[config.mk]
export PLATFORM = sky130hd
export DESIGN_NAME = sbc_evt_core
export DESIGN_NICKNAME = d
export VERILOG_FILES = /design/src/logic/sbc_pkg.sv /design/src/logic/sbc_flag_bank.sv /design/src/logic/sbc_spi_frame.sv /design/src/logic/sbc_evt_core.sv
export SDC_FILE = /design/constraint.sdc
export NUM_CORES = 1
export LEC_CHECK = 0
export BUFFER_PORTS_ARGS = -buffer_cell sky130_fd_sc_hd__buf_2
export CORE_MARGIN = 2
export CORE_UTILIZATION = 62
export CTS_CLUSTER_SIZE = 40
export DETAILED_ROUTE_END_ITERATION = 8
export GPL_TIMING_DRIVEN = 0
export PLACE_DENSITY = 0.8
export SYNTH_ARGS = -nofsm -noshare
export SYNTH_HDL_FRONTEND = slang
export SYNTH_SLANG_ARGS = --single-unit
[constraint.sdc]
create_clock -name mclk -period 5.3 [get_ports mclk]
set_input_delay 0.53 -clock mclk [delete_from_list [all_inputs] [get_ports mclk]]
set_output_delay 0.53 -clock mclk [all_outputs]
set_load 0.005 [all_outputs]
[src/logic/sbc_pkg.sv]
package sbc_pkg;

  localparam logic [6:0] ADDR_MODE       = 7'h01;
  localparam logic [6:0] ADDR_SYS_EN     = 7'h04;
  localparam logic [6:0] ADDR_SUP_EN     = 7'h1C;
  localparam logic [6:0] ADDR_TRX_EN     = 7'h23;
  localparam logic [6:0] ADDR_WAKE_EN    = 7'h4C;
  localparam logic [6:0] ADDR_GLOBAL     = 7'h60;
  localparam logic [6:0] ADDR_SYS_FLAGS  = 7'h61;
  localparam logic [6:0] ADDR_SUP_FLAGS  = 7'h62;
  localparam logic [6:0] ADDR_TRX_FLAGS  = 7'h63;
  localparam logic [6:0] ADDR_WAKE_FLAGS = 7'h64;

  localparam int SYS_PO         = 4;
  localparam int SYS_OTW        = 2;
  localparam int SYS_SERIAL_FAULT_FLAG       = 1;
  localparam int SYS_WDF        = 0;
  localparam int SUP_VEXT_OVER  = 2;
  localparam int SUP_VEXT_UNDER = 1;
  localparam int SUP_V1_UNDER   = 0;
  localparam int TRX_PN_ERR     = 5;
  localparam int TRX_SILENCE    = 4;
  localparam int TRX_CAN_FAIL   = 1;
  localparam int TRX_CAN_WAKE   = 0;
  localparam int WAKE_RISE      = 1;
  localparam int WAKE_FALL      = 0;
  localparam int GLB_WAKE       = 3;
  localparam int GLB_TRX        = 2;
  localparam int GLB_SUP        = 1;
  localparam int GLB_SYS        = 0;

  localparam logic [7:0] SYS_EN_MASK  = 8'h06;
  localparam logic [7:0] SUP_EN_MASK  = 8'h07;
  localparam logic [7:0] TRX_EN_MASK  = 8'h13;
  localparam logic [7:0] WAKE_EN_MASK = 8'h03;
  localparam logic [7:0] EN_RESET     = 8'h00;

  localparam logic [2:0] MC_SLEEP   = 3'h1;
  localparam logic [2:0] MC_STANDBY = 3'h4;
  localparam logic [2:0] MC_NORMAL  = 3'h7;

  localparam int         SPI_FRAME_BITS = 16;
  localparam int         SPI_HDR_BITS   = 8;
  localparam logic [5:0] SPI_CNT_MAX    = 6'h3F;

  localparam int         CLK_PERIOD_NS = 25;
  localparam int         EVT_DELAY_NS  = 1000;
  localparam int         EVT_DELAY_CNT = (EVT_DELAY_NS + CLK_PERIOD_NS - 1) / CLK_PERIOD_NS;
  localparam int         RST_HOLD_NS   = 1000;
  localparam int         RST_HOLD_CNT  = (RST_HOLD_NS + CLK_PERIOD_NS - 1) / CLK_PERIOD_NS;
  localparam int         TMR_W         = 12;
  localparam logic [11:0] EVT_DELAY_CYC = 12'(EVT_DELAY_CNT);
  localparam logic [11:0] RST_HOLD_LAST = 12'(RST_HOLD_CNT - 1);

  typedef enum logic [2:0] {
    ST_OFF, ST_RESET, ST_STANDBY, ST_NORMAL, ST_SLEEP, ST_OVERTEMP
  } sbc_state_e;

endpackage : sbc_pkg

[src/logic/sbc_flag_bank.sv]
module sbc_flag_bank #(
  parameter int WIDTH = 8
) (
  input  wire logic             mclk,
  input  wire logic             rst_b,
  input  wire logic [WIDTH-1:0] set_ev,
  input  wire logic             clr_wr,
  input  wire logic [WIDTH-1:0] clr_mask,
  output logic      [WIDTH-1:0] flags,
  output logic                  cleared
);
  import sbc_pkg::*;

  logic [WIDTH-1:0] clr_hit;

  assign clr_hit = clr_wr ? (flags & clr_mask) : '0;
  assign cleared = |clr_hit;

  always_ff @(posedge mclk or negedge rst_b) begin
    if (!rst_b) begin
      flags <= '0;
    end else begin
      flags <= (flags & ~clr_hit) | set_ev;
    end
  end

endmodule : sbc_flag_bank

[src/logic/sbc_spi_frame.sv]
module sbc_spi_frame (
  input  wire logic       mclk,
  input  wire logic       rst_b,
  input  wire logic       spi_sck,
  input  wire logic       spi_cs_b,
  input  wire logic       spi_mosi,
  output logic            spi_miso,
  output logic            spi_miso_oe,
  input  wire logic [7:0] rd_data,
  output logic      [6:0] frm_addr,
  output logic            frm_fetch,
  output logic            frm_wr,
  output logic      [7:0] frm_wdata,
  output logic            frm_len_err
);
  import sbc_pkg::*;

  logic        sck_prev;
  logic        cs_prev_b;
  logic [5:0]  bit_cnt;
  logic [15:0] shift_in;
  logic [7:0]  shift_out;
  logic        read_only;
  logic        sck_rise;
  logic        sck_fall;
  logic        frm_start;
  logic        frm_end;

  assign sck_rise  = !spi_cs_b && spi_sck && !sck_prev;
  assign sck_fall  = !spi_cs_b && !spi_sck && sck_prev;
  assign frm_start = cs_prev_b && !spi_cs_b;
  assign frm_end   = !cs_prev_b && spi_cs_b;

  always_ff @(posedge mclk or negedge rst_b) begin
    if (!rst_b) begin
      sck_prev  <= 1'b0;
      cs_prev_b <= 1'b1;
    end else begin
      sck_prev  <= spi_sck;
      cs_prev_b <= spi_cs_b;
    end
  end

  // mosi sampled on falling sck, header is seven address bits then read-only
  always_ff @(posedge mclk or negedge rst_b) begin
    if (!rst_b) begin
      bit_cnt   <= 6'h00;
      shift_in  <= 16'h0000;
      frm_addr  <= 7'h00;
      read_only <= 1'b0;
      frm_fetch <= 1'b0;
    end else begin
      frm_fetch <= 1'b0;
      if (frm_start) begin
        bit_cnt <= 6'h00;
      end else if (sck_fall) begin
        shift_in <= {shift_in[14:0], spi_mosi};
        if (bit_cnt != SPI_CNT_MAX) begin
          bit_cnt <= bit_cnt + 6'h01;
        end
        if (bit_cnt == 6'(SPI_HDR_BITS - 1)) begin
          frm_addr  <= shift_in[6:0];
          read_only <= spi_mosi;
          frm_fetch <= 1'b1;
        end
      end
    end
  end

  // read data is loaded one cycle after the header completes
  always_ff @(posedge mclk or negedge rst_b) begin
    if (!rst_b) begin
      shift_out <= 8'h00;
      spi_miso  <= 1'b0;
    end else if (frm_fetch) begin
      shift_out <= rd_data;
    end else if (sck_rise && bit_cnt >= 6'(SPI_HDR_BITS)) begin
      spi_miso  <= shift_out[7];
      shift_out <= {shift_out[6:0], 1'b0};
    end else if (frm_start) begin
      spi_miso <= 1'b0;
    end
  end

  // only whole 16-bit frames write; anything else is a length fault
  always_ff @(posedge mclk or negedge rst_b) begin
    if (!rst_b) begin
      frm_wr      <= 1'b0;
      frm_wdata   <= 8'h00;
      frm_len_err <= 1'b0;
      spi_miso_oe <= 1'b0;
    end else begin
      spi_miso_oe <= !spi_cs_b;
      frm_wr      <= frm_end && bit_cnt == 6'(SPI_FRAME_BITS) && !read_only;
      frm_len_err <= frm_end && bit_cnt != 6'(SPI_FRAME_BITS);
      if (frm_end) begin
        frm_wdata <= shift_in[7:0];
      end
    end
  end

endmodule : sbc_spi_frame

[src/logic/sbc_evt_core.sv]
module sbc_evt_core (
  input  wire logic        mclk,
  input  wire logic        rst_b,
  input  wire logic        spi_sck,
  input  wire logic        spi_cs_b,
  input  wire logic        spi_mosi,
  output logic             spi_miso,
  output logic             spi_miso_oe,
  input  wire logic        ev_watchdog_fail,
  input  wire logic        ev_overtemp_warn,
  input  wire logic        ev_vext_over,
  input  wire logic        ev_vext_under,
  input  wire logic        ev_v1_under,
  input  wire logic        ev_pn_frame_err,
  input  wire logic        ev_bus_silence,
  input  wire logic        ev_can_fail,
  input  wire logic        ev_can_wake,
  input  wire logic        wake_pin,
  input  wire logic        trx_offline,
  input  wire logic        ot_shutdown,
  input  wire logic        sleep_lock_bit,
  output logic             evt_rxd_low,
  output logic             mcu_supply,
  output logic             reset_out_low,
  output sbc_pkg::sbc_state_e op_state
);
  import sbc_pkg::*;

  localparam int RST_BOUND = RST_HOLD_CNT + 2;

  logic             rst_meta_b;
  logic             rst_sync_b;
  logic [6:0]       frm_addr;
  logic             frm_fetch;
  logic             frm_wr;
  logic [7:0]       frm_wdata;
  logic             frm_len_err;
  logic [7:0]       rd_data;
  logic [7:0]       sys_en;
  logic [7:0]       sup_en;
  logic [7:0]       trx_en;
  logic [7:0]       wake_en;
  logic [2:0]       cmd_code;
  logic [7:0]       sys_set;
  logic [7:0]       sup_set;
  logic [7:0]       trx_set;
  logic [7:0]       wake_set;
  logic [7:0]       sys_flags;
  logic [7:0]       sup_flags;
  logic [7:0]       trx_flags;
  logic [7:0]       wake_flags;
  logic             sys_clr;
  logic             sup_clr;
  logic             trx_clr;
  logic             wake_clr;
  logic             any_cleared;
  logic             pending_any;
  logic [7:0]       global_sum;
  logic             wake_prev;
  logic             wake_armed;
  logic             wake_rise;
  logic             wake_fall;
  logic             po_pulse;
  logic             mode_wr;
  logic             mode_legal;
  logic             sleep_req;
  logic             lock_fault;
  logic             serial_fault_flag_ev;
  logic             regular_enabled;
  sbc_state_e       state;
  sbc_state_e       next_state;
  logic [TMR_W-1:0] rst_cnt;
  logic [TMR_W-1:0] tmr;
  logic             tmr_idle;
  logic             next_rstout_low;
  logic             rstout_fall;
  logic             offline_window;
  logic             next_rxd_low;

  // release of the async reset is synchronised, assertion stays async
  always_ff @(posedge mclk or negedge rst_b) begin
    if (!rst_b) begin
      rst_meta_b <= 1'b0;
      rst_sync_b <= 1'b0;
    end else begin
      rst_meta_b <= 1'b1;
      rst_sync_b <= rst_meta_b;
    end
  end

  sbc_spi_frame u_spi (
    .mclk        (mclk),
    .rst_b       (rst_sync_b),
    .spi_sck     (spi_sck),
    .spi_cs_b    (spi_cs_b),
    .spi_mosi    (spi_mosi),
    .spi_miso    (spi_miso),
    .spi_miso_oe (spi_miso_oe),
    .rd_data     (rd_data),
    .frm_addr    (frm_addr),
    .frm_fetch   (frm_fetch),
    .frm_wr      (frm_wr),
    .frm_wdata   (frm_wdata),
    .frm_len_err (frm_len_err)
  );

  // capture enables, all disabled after power-on
  always_ff @(posedge mclk or negedge rst_sync_b) begin
    if (!rst_sync_b) begin
      sys_en  <= EN_RESET;
      sup_en  <= EN_RESET;
      trx_en  <= EN_RESET;
      wake_en <= EN_RESET;
    end else if (frm_wr) begin
      if (frm_addr == ADDR_SYS_EN) begin
        sys_en <= frm_wdata & SYS_EN_MASK;
      end
      if (frm_addr == ADDR_SUP_EN) begin
        sup_en <= frm_wdata & SUP_EN_MASK;
      end
      if (frm_addr == ADDR_TRX_EN) begin
        trx_en <= frm_wdata & TRX_EN_MASK;
      end
      if (frm_addr == ADDR_WAKE_EN) begin
        wake_en <= frm_wdata & WAKE_EN_MASK;
      end
    end
  end

  // armed flag stops a high pin at reset release looking like an edge
  always_ff @(posedge mclk or negedge rst_sync_b) begin
    if (!rst_sync_b) begin
      wake_prev  <= 1'b0;
      wake_armed <= 1'b0;
    end else begin
      wake_prev  <= wake_pin;
      wake_armed <= 1'b1;
    end
  end

  assign wake_rise = wake_armed && wake_pin && !wake_prev;
  assign wake_fall = wake_armed && !wake_pin && wake_prev;

  assign po_pulse   = (state == ST_OFF);
  assign mode_wr    = frm_wr && (frm_addr == ADDR_MODE);
  assign mode_legal = (frm_wdata[2:0] == MC_SLEEP) || (frm_wdata[2:0] == MC_STANDBY) ||
                      (frm_wdata[2:0] == MC_NORMAL);
  assign sleep_req  = mode_wr && (frm_wdata[2:0] == MC_SLEEP) &&
                      (state == ST_STANDBY || state == ST_NORMAL);
  assign lock_fault = sleep_req && sleep_lock_bit;
  assign serial_fault_flag_ev    = frm_len_err || lock_fault || (mode_wr && !mode_legal);

  assign regular_enabled = trx_en[TRX_CAN_WAKE] || wake_en[WAKE_RISE] || wake_en[WAKE_FALL];

  always_comb begin
    sys_set  = 8'h00;
    sup_set  = 8'h00;
    trx_set  = 8'h00;
    wake_set = 8'h00;
    sys_set[SYS_PO]    = po_pulse;
    sys_set[SYS_WDF]   = ev_watchdog_fail;
    trx_set[TRX_PN_ERR] = ev_pn_frame_err;
    sys_set[SYS_OTW]          = ev_overtemp_warn && sys_en[SYS_OTW];
    sys_set[SYS_SERIAL_FAULT_FLAG]         = serial_fault_flag_ev && sys_en[SYS_SERIAL_FAULT_FLAG];
    sup_set[SUP_VEXT_OVER]    = ev_vext_over && sup_en[SUP_VEXT_OVER];
    sup_set[SUP_VEXT_UNDER]   = ev_vext_under && sup_en[SUP_VEXT_UNDER];
    sup_set[SUP_V1_UNDER]     = ev_v1_under && sup_en[SUP_V1_UNDER];
    trx_set[TRX_SILENCE]      = ev_bus_silence && trx_en[TRX_SILENCE];
    trx_set[TRX_CAN_FAIL]     = ev_can_fail && trx_en[TRX_CAN_FAIL];
    trx_set[TRX_CAN_WAKE]     = ev_can_wake && trx_en[TRX_CAN_WAKE];
    wake_set[WAKE_RISE]       = wake_rise && wake_en[WAKE_RISE];
    wake_set[WAKE_FALL]       = wake_fall && wake_en[WAKE_FALL];
  end

  sbc_flag_bank #(.WIDTH(8)) u_sys (
    .mclk     (mclk),
    .rst_b    (rst_sync_b),
    .set_ev   (sys_set),
    .clr_wr   (frm_wr && frm_addr == ADDR_SYS_FLAGS),
    .clr_mask (frm_wdata),
    .flags    (sys_flags),
    .cleared  (sys_clr)
  );

  sbc_flag_bank #(.WIDTH(8)) u_sup (
    .mclk     (mclk),
    .rst_b    (rst_sync_b),
    .set_ev   (sup_set),
    .clr_wr   (frm_wr && frm_addr == ADDR_SUP_FLAGS),
    .clr_mask (frm_wdata),
    .flags    (sup_flags),
    .cleared  (sup_clr)
  );

  sbc_flag_bank #(.WIDTH(8)) u_trx (
    .mclk     (mclk),
    .rst_b    (rst_sync_b),
    .set_ev   (trx_set),
    .clr_wr   (frm_wr && frm_addr == ADDR_TRX_FLAGS),
    .clr_mask (frm_wdata),
    .flags    (trx_flags),
    .cleared  (trx_clr)
  );

  sbc_flag_bank #(.WIDTH(8)) u_wake (
    .mclk     (mclk),
    .rst_b    (rst_sync_b),
    .set_ev   (wake_set),
    .clr_wr   (frm_wr && frm_addr == ADDR_WAKE_FLAGS),
    .clr_mask (frm_wdata),
    .flags    (wake_flags),
    .cleared  (wake_clr)
  );

  assign any_cleared = sys_clr || sup_clr || trx_clr || wake_clr;
  assign pending_any = |{sys_flags, sup_flags, trx_flags, wake_flags};

  assign global_sum = {4'h0, |wake_flags, |trx_flags, |sup_flags, |sys_flags};

  always_comb begin
    case (frm_addr)
      ADDR_MODE:       rd_data = {5'h00, cmd_code};
      ADDR_SYS_EN:     rd_data = sys_en;
      ADDR_SUP_EN:     rd_data = sup_en;
      ADDR_TRX_EN:     rd_data = trx_en;
      ADDR_WAKE_EN:    rd_data = wake_en;
      ADDR_GLOBAL:     rd_data = global_sum;
      ADDR_SYS_FLAGS:  rd_data = sys_flags;
      ADDR_SUP_FLAGS:  rd_data = sup_flags;
      ADDR_TRX_FLAGS:  rd_data = trx_flags;
      ADDR_WAKE_FLAGS: rd_data = wake_flags;
      default:         rd_data = 8'h00;
    endcase
  end

  always_ff @(posedge mclk or negedge rst_sync_b) begin
    if (!rst_sync_b) begin
      cmd_code <= MC_STANDBY;
    end else if (mode_wr && mode_legal && !lock_fault) begin
      cmd_code <= frm_wdata[2:0];
    end
  end

  always_comb begin
    next_state = state;
    unique case (state)
      ST_OFF: begin
        next_state = ST_RESET;
      end
      ST_RESET: begin
        if (rst_cnt == RST_HOLD_LAST) begin
          next_state = ST_STANDBY;
        end
      end
      ST_STANDBY, ST_NORMAL: begin
        if (sleep_req) begin
          if (lock_fault) begin
            next_state = state;
          end else if (!regular_enabled) begin
            next_state = ST_RESET;
          end else if (pending_any) begin
            next_state = ST_RESET;
          end else begin
            next_state = ST_SLEEP;
          end
        end else if (mode_wr && frm_wdata[2:0] == MC_STANDBY) begin
          next_state = ST_STANDBY;
        end else if (mode_wr && frm_wdata[2:0] == MC_NORMAL) begin
          next_state = ST_NORMAL;
        end
      end
      ST_SLEEP: begin
        if (pending_any) begin
          next_state = ST_RESET;
        end
      end
      ST_OVERTEMP: begin
        if (!ot_shutdown) begin
          next_state = ST_RESET;
        end
      end
    endcase
    if (ot_shutdown && state != ST_OFF) begin
      next_state = ST_OVERTEMP;
    end
  end

  always_ff @(posedge mclk or negedge rst_sync_b) begin
    if (!rst_sync_b) begin
      state <= ST_OFF;
    end else begin
      state <= next_state;
    end
  end

  always_ff @(posedge mclk or negedge rst_sync_b) begin
    if (!rst_sync_b) begin
      rst_cnt <= '0;
    end else if (state == ST_RESET) begin
      rst_cnt <= rst_cnt + 12'h001;
    end else begin
      rst_cnt <= '0;
    end
  end

  assign next_rstout_low = !(next_state == ST_RESET || next_state == ST_SLEEP ||
                             next_state == ST_OVERTEMP || next_state == ST_OFF);

  always_ff @(posedge mclk or negedge rst_sync_b) begin
    if (!rst_sync_b) begin
      reset_out_low <= 1'b0;
      mcu_supply    <= 1'b0;
      op_state      <= ST_OFF;
    end else begin
      reset_out_low <= next_rstout_low;
      mcu_supply    <= !(next_state == ST_SLEEP || next_state == ST_OFF ||
                         next_state == ST_OVERTEMP);
      op_state      <= next_state;
    end
  end

  // timer clears on the same edge the reset output falls
  assign rstout_fall = reset_out_low && !next_rstout_low;
  assign tmr_idle    = (tmr == '0);

  always_ff @(posedge mclk or negedge rst_sync_b) begin
    if (!rst_sync_b) begin
      tmr <= '0;
    end else if (rstout_fall) begin
      tmr <= '0;
    end else if (any_cleared) begin
      tmr <= EVT_DELAY_CYC;
    end else if (!tmr_idle) begin
      tmr <= tmr - 12'h001;
    end
  end

  assign offline_window = trx_offline && mcu_supply &&
                          (state == ST_NORMAL || state == ST_STANDBY);

  // pending after expiry, high when none, sleep signals
  assign next_rxd_low = pending_any && tmr_idle && !any_cleared &&
                        (offline_window || state == ST_SLEEP);

  always_ff @(posedge mclk or negedge rst_sync_b) begin
    if (!rst_sync_b) begin
      evt_rxd_low <= 1'b0;
    end else begin
      evt_rxd_low <= next_rxd_low;
    end
  end
endmodule : sbc_evt_core

== Yosys cells after proc, flatten, opt, wreduce, memory -nomap -nowiden ==
Index checks and enable logic that the tools add are counted.

* Reduce and logical (&&, ||, !) cells: 98
* $add $sub $neg: 3
* Bitwise logic cells: 18
* Magnitude comparators: 1
* Equal/unequal tests: 27
* Multiplexer cells: 30

{| class="wikitable"
|+ Operators with widths
! operator !! count
|-
| $pmux 8 s10 || 1
|-
| $and 8x8->8 || 8
|-
| $reduce_or 8->1 || 8
|-
| $mux 12 || 4
|-
| $mux 8 || 6
|-
| $logic_and 1x1->1 || 44
|-
| $eq 7x7->1 const B || 6
|-
| $not 8->8 || 4
|-
| $reduce_or 32->1 || 1
|-
| $mux 3 || 10
|-
| $eq 3x3->1 const B || 6
|-
| $mux 6 || 3
|-
| $logic_or 1x1->1 || 16
|-
| $pmux 3 s5 || 1
|-
| $reduce_and 2->1 || 7
|-
| $add 12x1->12 const B || 1
|-
| $eq 12x6->1 const B || 1
|-
| $logic_not 1->1 || 12
|-
| $logic_not 12->1 || 1
|-
| $sub 12x1->12 const B || 1
|-
| $eq 3x1->1 const B || 3
|-
| $or 8x2->8 || 1
|-
| $or 8x3->8 || 1
|-
| $or 8x5->8 || 1
|-
| other kinds (20) || 30
|}

* Flip-flop bits (word level): 124
* Logic and storage cells: 209

== Logic depth before layout (Yosys ltp) ==
* Depth after elaboration: 15
* Depth in mapped cells: 8

== Cells and area by module ==
Synthesis repeated with hierarchy kept, for this count alone.

* Cells, all modules: 586
* Area total of the unflattened synthesis: 6,292.3 um^2

{| class="wikitable"
|+ Modules (own cells, without submodules)
! module !! times used !! seq. area each (um^2) !! area each (um^2) !! cells each
|-
| sbc_evt_core || 1 || 1,152.4 || 2,916.5 || 310
|-
| sbc_spi_frame || 1 || 1,127.3 || 1,989.4 || 152
|-
| sbc_flag_bank || 4 || 200.2 || 346.6 || 31
|}

== Worst setup path before layout ==
No wires, ideal clock.

* Path kind: in2reg
* Start: in spi_cs_b
* End: reg u_spi.frm_addr[0]
* Data arrival time: 1.886 ns
* Stages: 4
* Data required time: 5.175 ns
* Setup slack: 3.289 ns
* Setup time: 0.125 ns
* Buffers on the path: 0
* Path through: or3b_2 nor2_2 nand2_1 mux2_2

* Word-level cells in the longest chain between the ends: 4

{| class="wikitable"
|+ RTL lines
! item !! line !! source
|-
| start, declared || sbc_evt_core.sv:5 || <nowiki>input wire logic spi_cs_b,</nowiki>
|-
| $logic_not 1->1 * || sbc_spi_frame.sv:30, sbc_spi_frame.sv:31 ||
|-
| $logic_and 1x1->1, on equally long branches || sbc_spi_frame.sv:30, sbc_spi_frame.sv:31 ||
|-
| $logic_and 1x1->1 / $not 1->1 (equally long branches) || n/a ||
|-
| $reduce_and 3->1 (no line) * || n/a ||
|-
| end signal, assigned || sbc_spi_frame.sv:62 || <nowiki>frm_addr <= shift_in[6:0];</nowiki>
|-
| end, declared || sbc_spi_frame.sv:10 || <nowiki>output logic [6:0] frm_addr,</nowiki>
|}

Mark *: on every way between the ends. The rest lies on a longest branch, timed or not.
A chain may end at the register's enable or synchronous reset.

== Worst setup path after layout ==
* Start: reg u_spi.frm_addr[2]
* End: reg op_state[0]

* Word-level cells in the longest chain between the ends: 9

{| class="wikitable"
|+ RTL lines
! item !! line !! source
|-
| $eq 7x1->1 * || sbc_evt_core.sv:145 || <nowiki>assign mode_wr = frm_wr && (frm_addr == ADDR_MODE);</nowiki>
|-
| $logic_and 1x1->1 * || sbc_evt_core.sv:145 ||
|-
| $logic_and 1x1->1 (2 in a row) || sbc_evt_core.sv:148 || <nowiki>assign sleep_req = mode_wr && (frm_wdata[2:0] == MC_SLEEP) &&</nowiki>
|-
| $logic_and 1x1->1 || sbc_evt_core.sv:150 || <nowiki>assign lock_fault = sleep_req && sleep_lock_bit;</nowiki>
|-
| $mux 3 || sbc_evt_core.sv:257 || <nowiki>if (lock_fault) begin</nowiki>
|-
| $mux 3 * || sbc_evt_core.sv:256 || <nowiki>if (sleep_req) begin</nowiki>
|-
| $pmux 3 s5 * || sbc_evt_core.sv:246 || <nowiki>unique case (state)</nowiki>
|-
| $mux 3 * || sbc_evt_core.sv:283 || <nowiki>if (ot_shutdown && state != ST_OFF) begin</nowiki>
|-
| net next_state[0] || sbc_evt_core.sv:71 || <nowiki>sbc_state_e next_state;</nowiki>
|-
| end signal, assigned || sbc_evt_core.sv:318 || <nowiki>op_state <= next_state;</nowiki>
|-
| end, declared || sbc_evt_core.sv:25 || <nowiki>output sbc_pkg::sbc_state_e op_state</nowiki>
|}

Mark *: on every way through the listed nets, which the timed path passes. The rest lies on a longest branch.

==> metrics.yaml <==
outcome:
  status: "complete, no violations"
clock_network:
  htree_levels: 4
  cts_made_buffers: 17
  clockRootBuffer: "clkbuf_8"
  cts.path.max_buffers: 2
  cts_tree: "done"
  path_clk_slew_ps: 60
  cts_num_sinks: 123
  cts_resized: 0
  clk_latency_ps: 520
timing:
  hold_viol_final: 0
  whs_ps: 147
  tightest_slew_ps: 926
  finalSetupViolations: 0
  relSlewSlack_pct: 37.4
  final-max-slew-violation-count: 0
  tns_ps: 0
  fin_skew_ps: 7.50
  fin_crit_ps: 2450
  fmax_mhz: 408
  grt_setup_unrepaired: "false"
  period_share_pct: 46.3
pwr:
  powerDensity_nw_per_um2: 329
  p_leak_uw: 0.00304
  max-vdd-ir-drop_mv: 0.290
detailed_routing:
  routedWlPerCell_um: 20.4
  vias_per_cell: 6.43
  drt-initial-drc-count: 531
  firstDrtPassIters: 6
  drtAntennaViolNets: 0
  routed_wl_um: 15900
  drc_errors: 0
  vias: 4999
finish:
  regArea_um2: 3080
  num-nets-final: 654
  fillers: 746
  drive_gt1_share_pct: 18.1
  design_area_um2: 6990
  area_growth_pct: 14.9
  diodes: 0
  multi_input_area_um2: 2830
worst_setup_path:
  cp_cell_sequence: "buf_4 > nor4b_1 > nand2_1 > or4_1 > a21oi_1 > o211ai_1"
  startpoint: "u_spi.frm_addr[2]"
  start_kind: "flip-flop"
  critPathKind: "flip-flop to flip-flop"
  r2r-start: "u_spi.frm_addr[2]"
  cp_num_buf_inv: 1
  max_stage_delay_ps: 650
  path_depth: 6
  crit_path_end_kind: "flip-flop"
  critical_path_required_ps: 5690
  critPathMaxFanout: 10
  reg2regPathDepth: 6
  cp_data_arrival_time_ps: 2850
  path_delay_family: "simple AND/OR/NAND/NOR gates"
  crit_slowest_cell: "nor4b_1"
logic_synthesis:
  yosys_warnings: 0
  synth_top_area_share_pct: 49.7
  avgSynthCellArea_um2: 10.4
  seq_area_frac_synth_pct: 50.6
  synth.distinct_cells: 71
  syn_inst: 585
  synthFlopType: "dfrtp_1"
  async_flop_share_pct: 100
  synth_seq_cells: 123
  netlist_area_um2: 6090
  synth_edf_count: 0
  yosys-top-cells-area: "dfrtp_1 50%, mux2_2 7.0%, nand2_1 3.7%"
  synth_top_area_cell: "dfrtp_1"
hold_path:
  min_path_type: "input pin to flip-flop"
  min_from: "wake_pin"
  holdPathStages: 1
grt:
  grt_max_degree: 66
  grt_pass1_wl_um: 24900
  grt_pass1_vias: 4819
  antenna_found_initial: 0
  grt.overflow.total: 0
  grt_usage_pct: 31.8
die:
  io_pins: 26
  core_um2: 9640
  dieArea_um2: 10600
  row_count: 36
  fp.dieW_um: 103
  die_y_um: 103
  start_util_pct: 63.1
placed_design:
  dpl_cell_area_um2: 6410
  gp_congestion: 1.07
  portBuffers: 25
  dp.final_hpwl_um: 11300
job:
  drv_cap: 0
## placed cells by master, fill, tap and decap left out, types with 16 or more instances in the layout
cell type	synthesis	layout
o21a_1	18	18
nor3_1	17	17
nand2_1	60	60
o21ai_0	29	29
dfrtp_1	121	120
clkbuf_16	0	16
clkbuf_1	19	21
buf_2	4	29
nor2_1	43	43
a21oi_1	17	17
mux2_2	38	38
## stage by stage
| stage | utilization (%) | setup WS, ps | std cells | total power, uW |
|---|---|---|---|---|
| CTS | 72.5 | 2920 | 778 | 2310 |
| floorplan | - | 1620 | 586 | 1150 |
| detailed placement | 66.5 | 2820 | 745 | 1210 |
| finish | 72.5 | 2850 | 778 | 2300 |
| global placement | 66.2 | 507 | 744 | 1200 |
| global route | 72.5 | 2720 | 778 | 2380 |
## final timing paths
check	endpoint	slack [ps]
min in group asynchronous	rst_sync_b	320
max in group asynchronous	u_spi.spi_miso	4120
hold reg to reg	rst_sync_b	360
setup reg to reg	op_state[0]	2850
setup / recovery	op_state[0]	2850
hold / removal	wake_prev	150
## synthesized netlist by cell type, drive strengths merged, types with 3 or more instances
| master | number |
|---|---|
| xnor2 | 12 |
| nor2b | 4 |
| nor3b | 5 |
| inv | 13 |
| a22o | 3 |
| o31ai | 4 |
| a21oi | 18 |
| dfrtp | 121 |
| clkbuf | 20 |
| or3b | 3 |
| nand2b | 11 |
| nand3 | 10 |
| a2111oi | 3 |
| xor2 | 11 |
| a31oi | 10 |
| nor4b | 7 |
| a222oi | 8 |
| nand2 | 60 |
| nand4b | 5 |
| o21a | 18 |
| nor4 | 14 |
| mux2i | 5 |
| buf | 9 |
| o21ai | 29 |
| nor2 | 44 |
| and3 | 10 |
| nand4 | 5 |
| ha | 4 |
| or3 | 5 |
| nor3 | 18 |
| mux2 | 38 |
| nand3b | 7 |
| or4b | 3 |
| a22oi | 9 |
| o31a | 3 |
## area by class of cell
class                   instances  share of cell area [%]
repair buffers                 27                    2.33
flip-flops and latches        123                    44.1
clock inverters                11                    1.70
inverters                      13                   0.698
multi-input cells             421                    40.4
well taps                     133                    2.38
plain buffers                  29                    1.91
clock buffers                  21                    6.42
## routing by layer
metal	vias up	share of wire, %	wire, um	global-route usage (%)
met3	52	6.7	1060	7.05
li1	2254	-	-	-
met1	2464	42	6650	41.4
met2	229	48	7560	50.6
met4	0	3.8	596	15.8
met5	-	0	0	0
## what timing repair did
| item | CTS | global route |
|---|---|---|
| setup buffers | 0 | 0 |
| hold buffers | 1 | 0 |
| endpoints found under the hold margin | 2 | 0 |
## power breakdown
part	internal, uW	leakage [uW]	switching, uW
Sequential	977	0.00159	50.6
Clock	691	0.000270	412
Combinational	70.6	0.00118	101
## flip-flops by register name, summed over array words and instances, names as in the netlist, 3 cells and up
signal	count
u_spi.frm_addr	7
trx_en	3
u_sys.flags	8
u_spi.frm_wdata	8
cmd_code	3
u_trx.flags	8
u_sup.flags	8
u_spi.shift_in	8
u_spi.bit_cnt	6
tmr	12
u_wake.flags	8
rst_cnt	12
sup_en	3
u_spi.shift_out	8
## kinds of logic (layout without fill, tap and decap cells)
logic type	Yosys count	in the layout	synth area share [%]
AOI/OAI and AO/OA	128	128	14.6
xor gates and xnor gates	23	23	3.31
adders and majority gates	4	4	0.822
buffers and inverters	42	101	3.00
DFF	123	123	50.6
muxes	43	43	7.85
other	1	2	0.0616
and+or+nand+nor	221	221	19.7
## worst register-to-register path, stage by stage (launching register included)
cell and delay, ps:
dfrtp_1 420, buf_4 190, nor4b_1 650, nand2_1 190, or4_1 550, a21oi_1 210
o211ai_1 120
No activity file was read; power rests on OpenSTA's default activity.
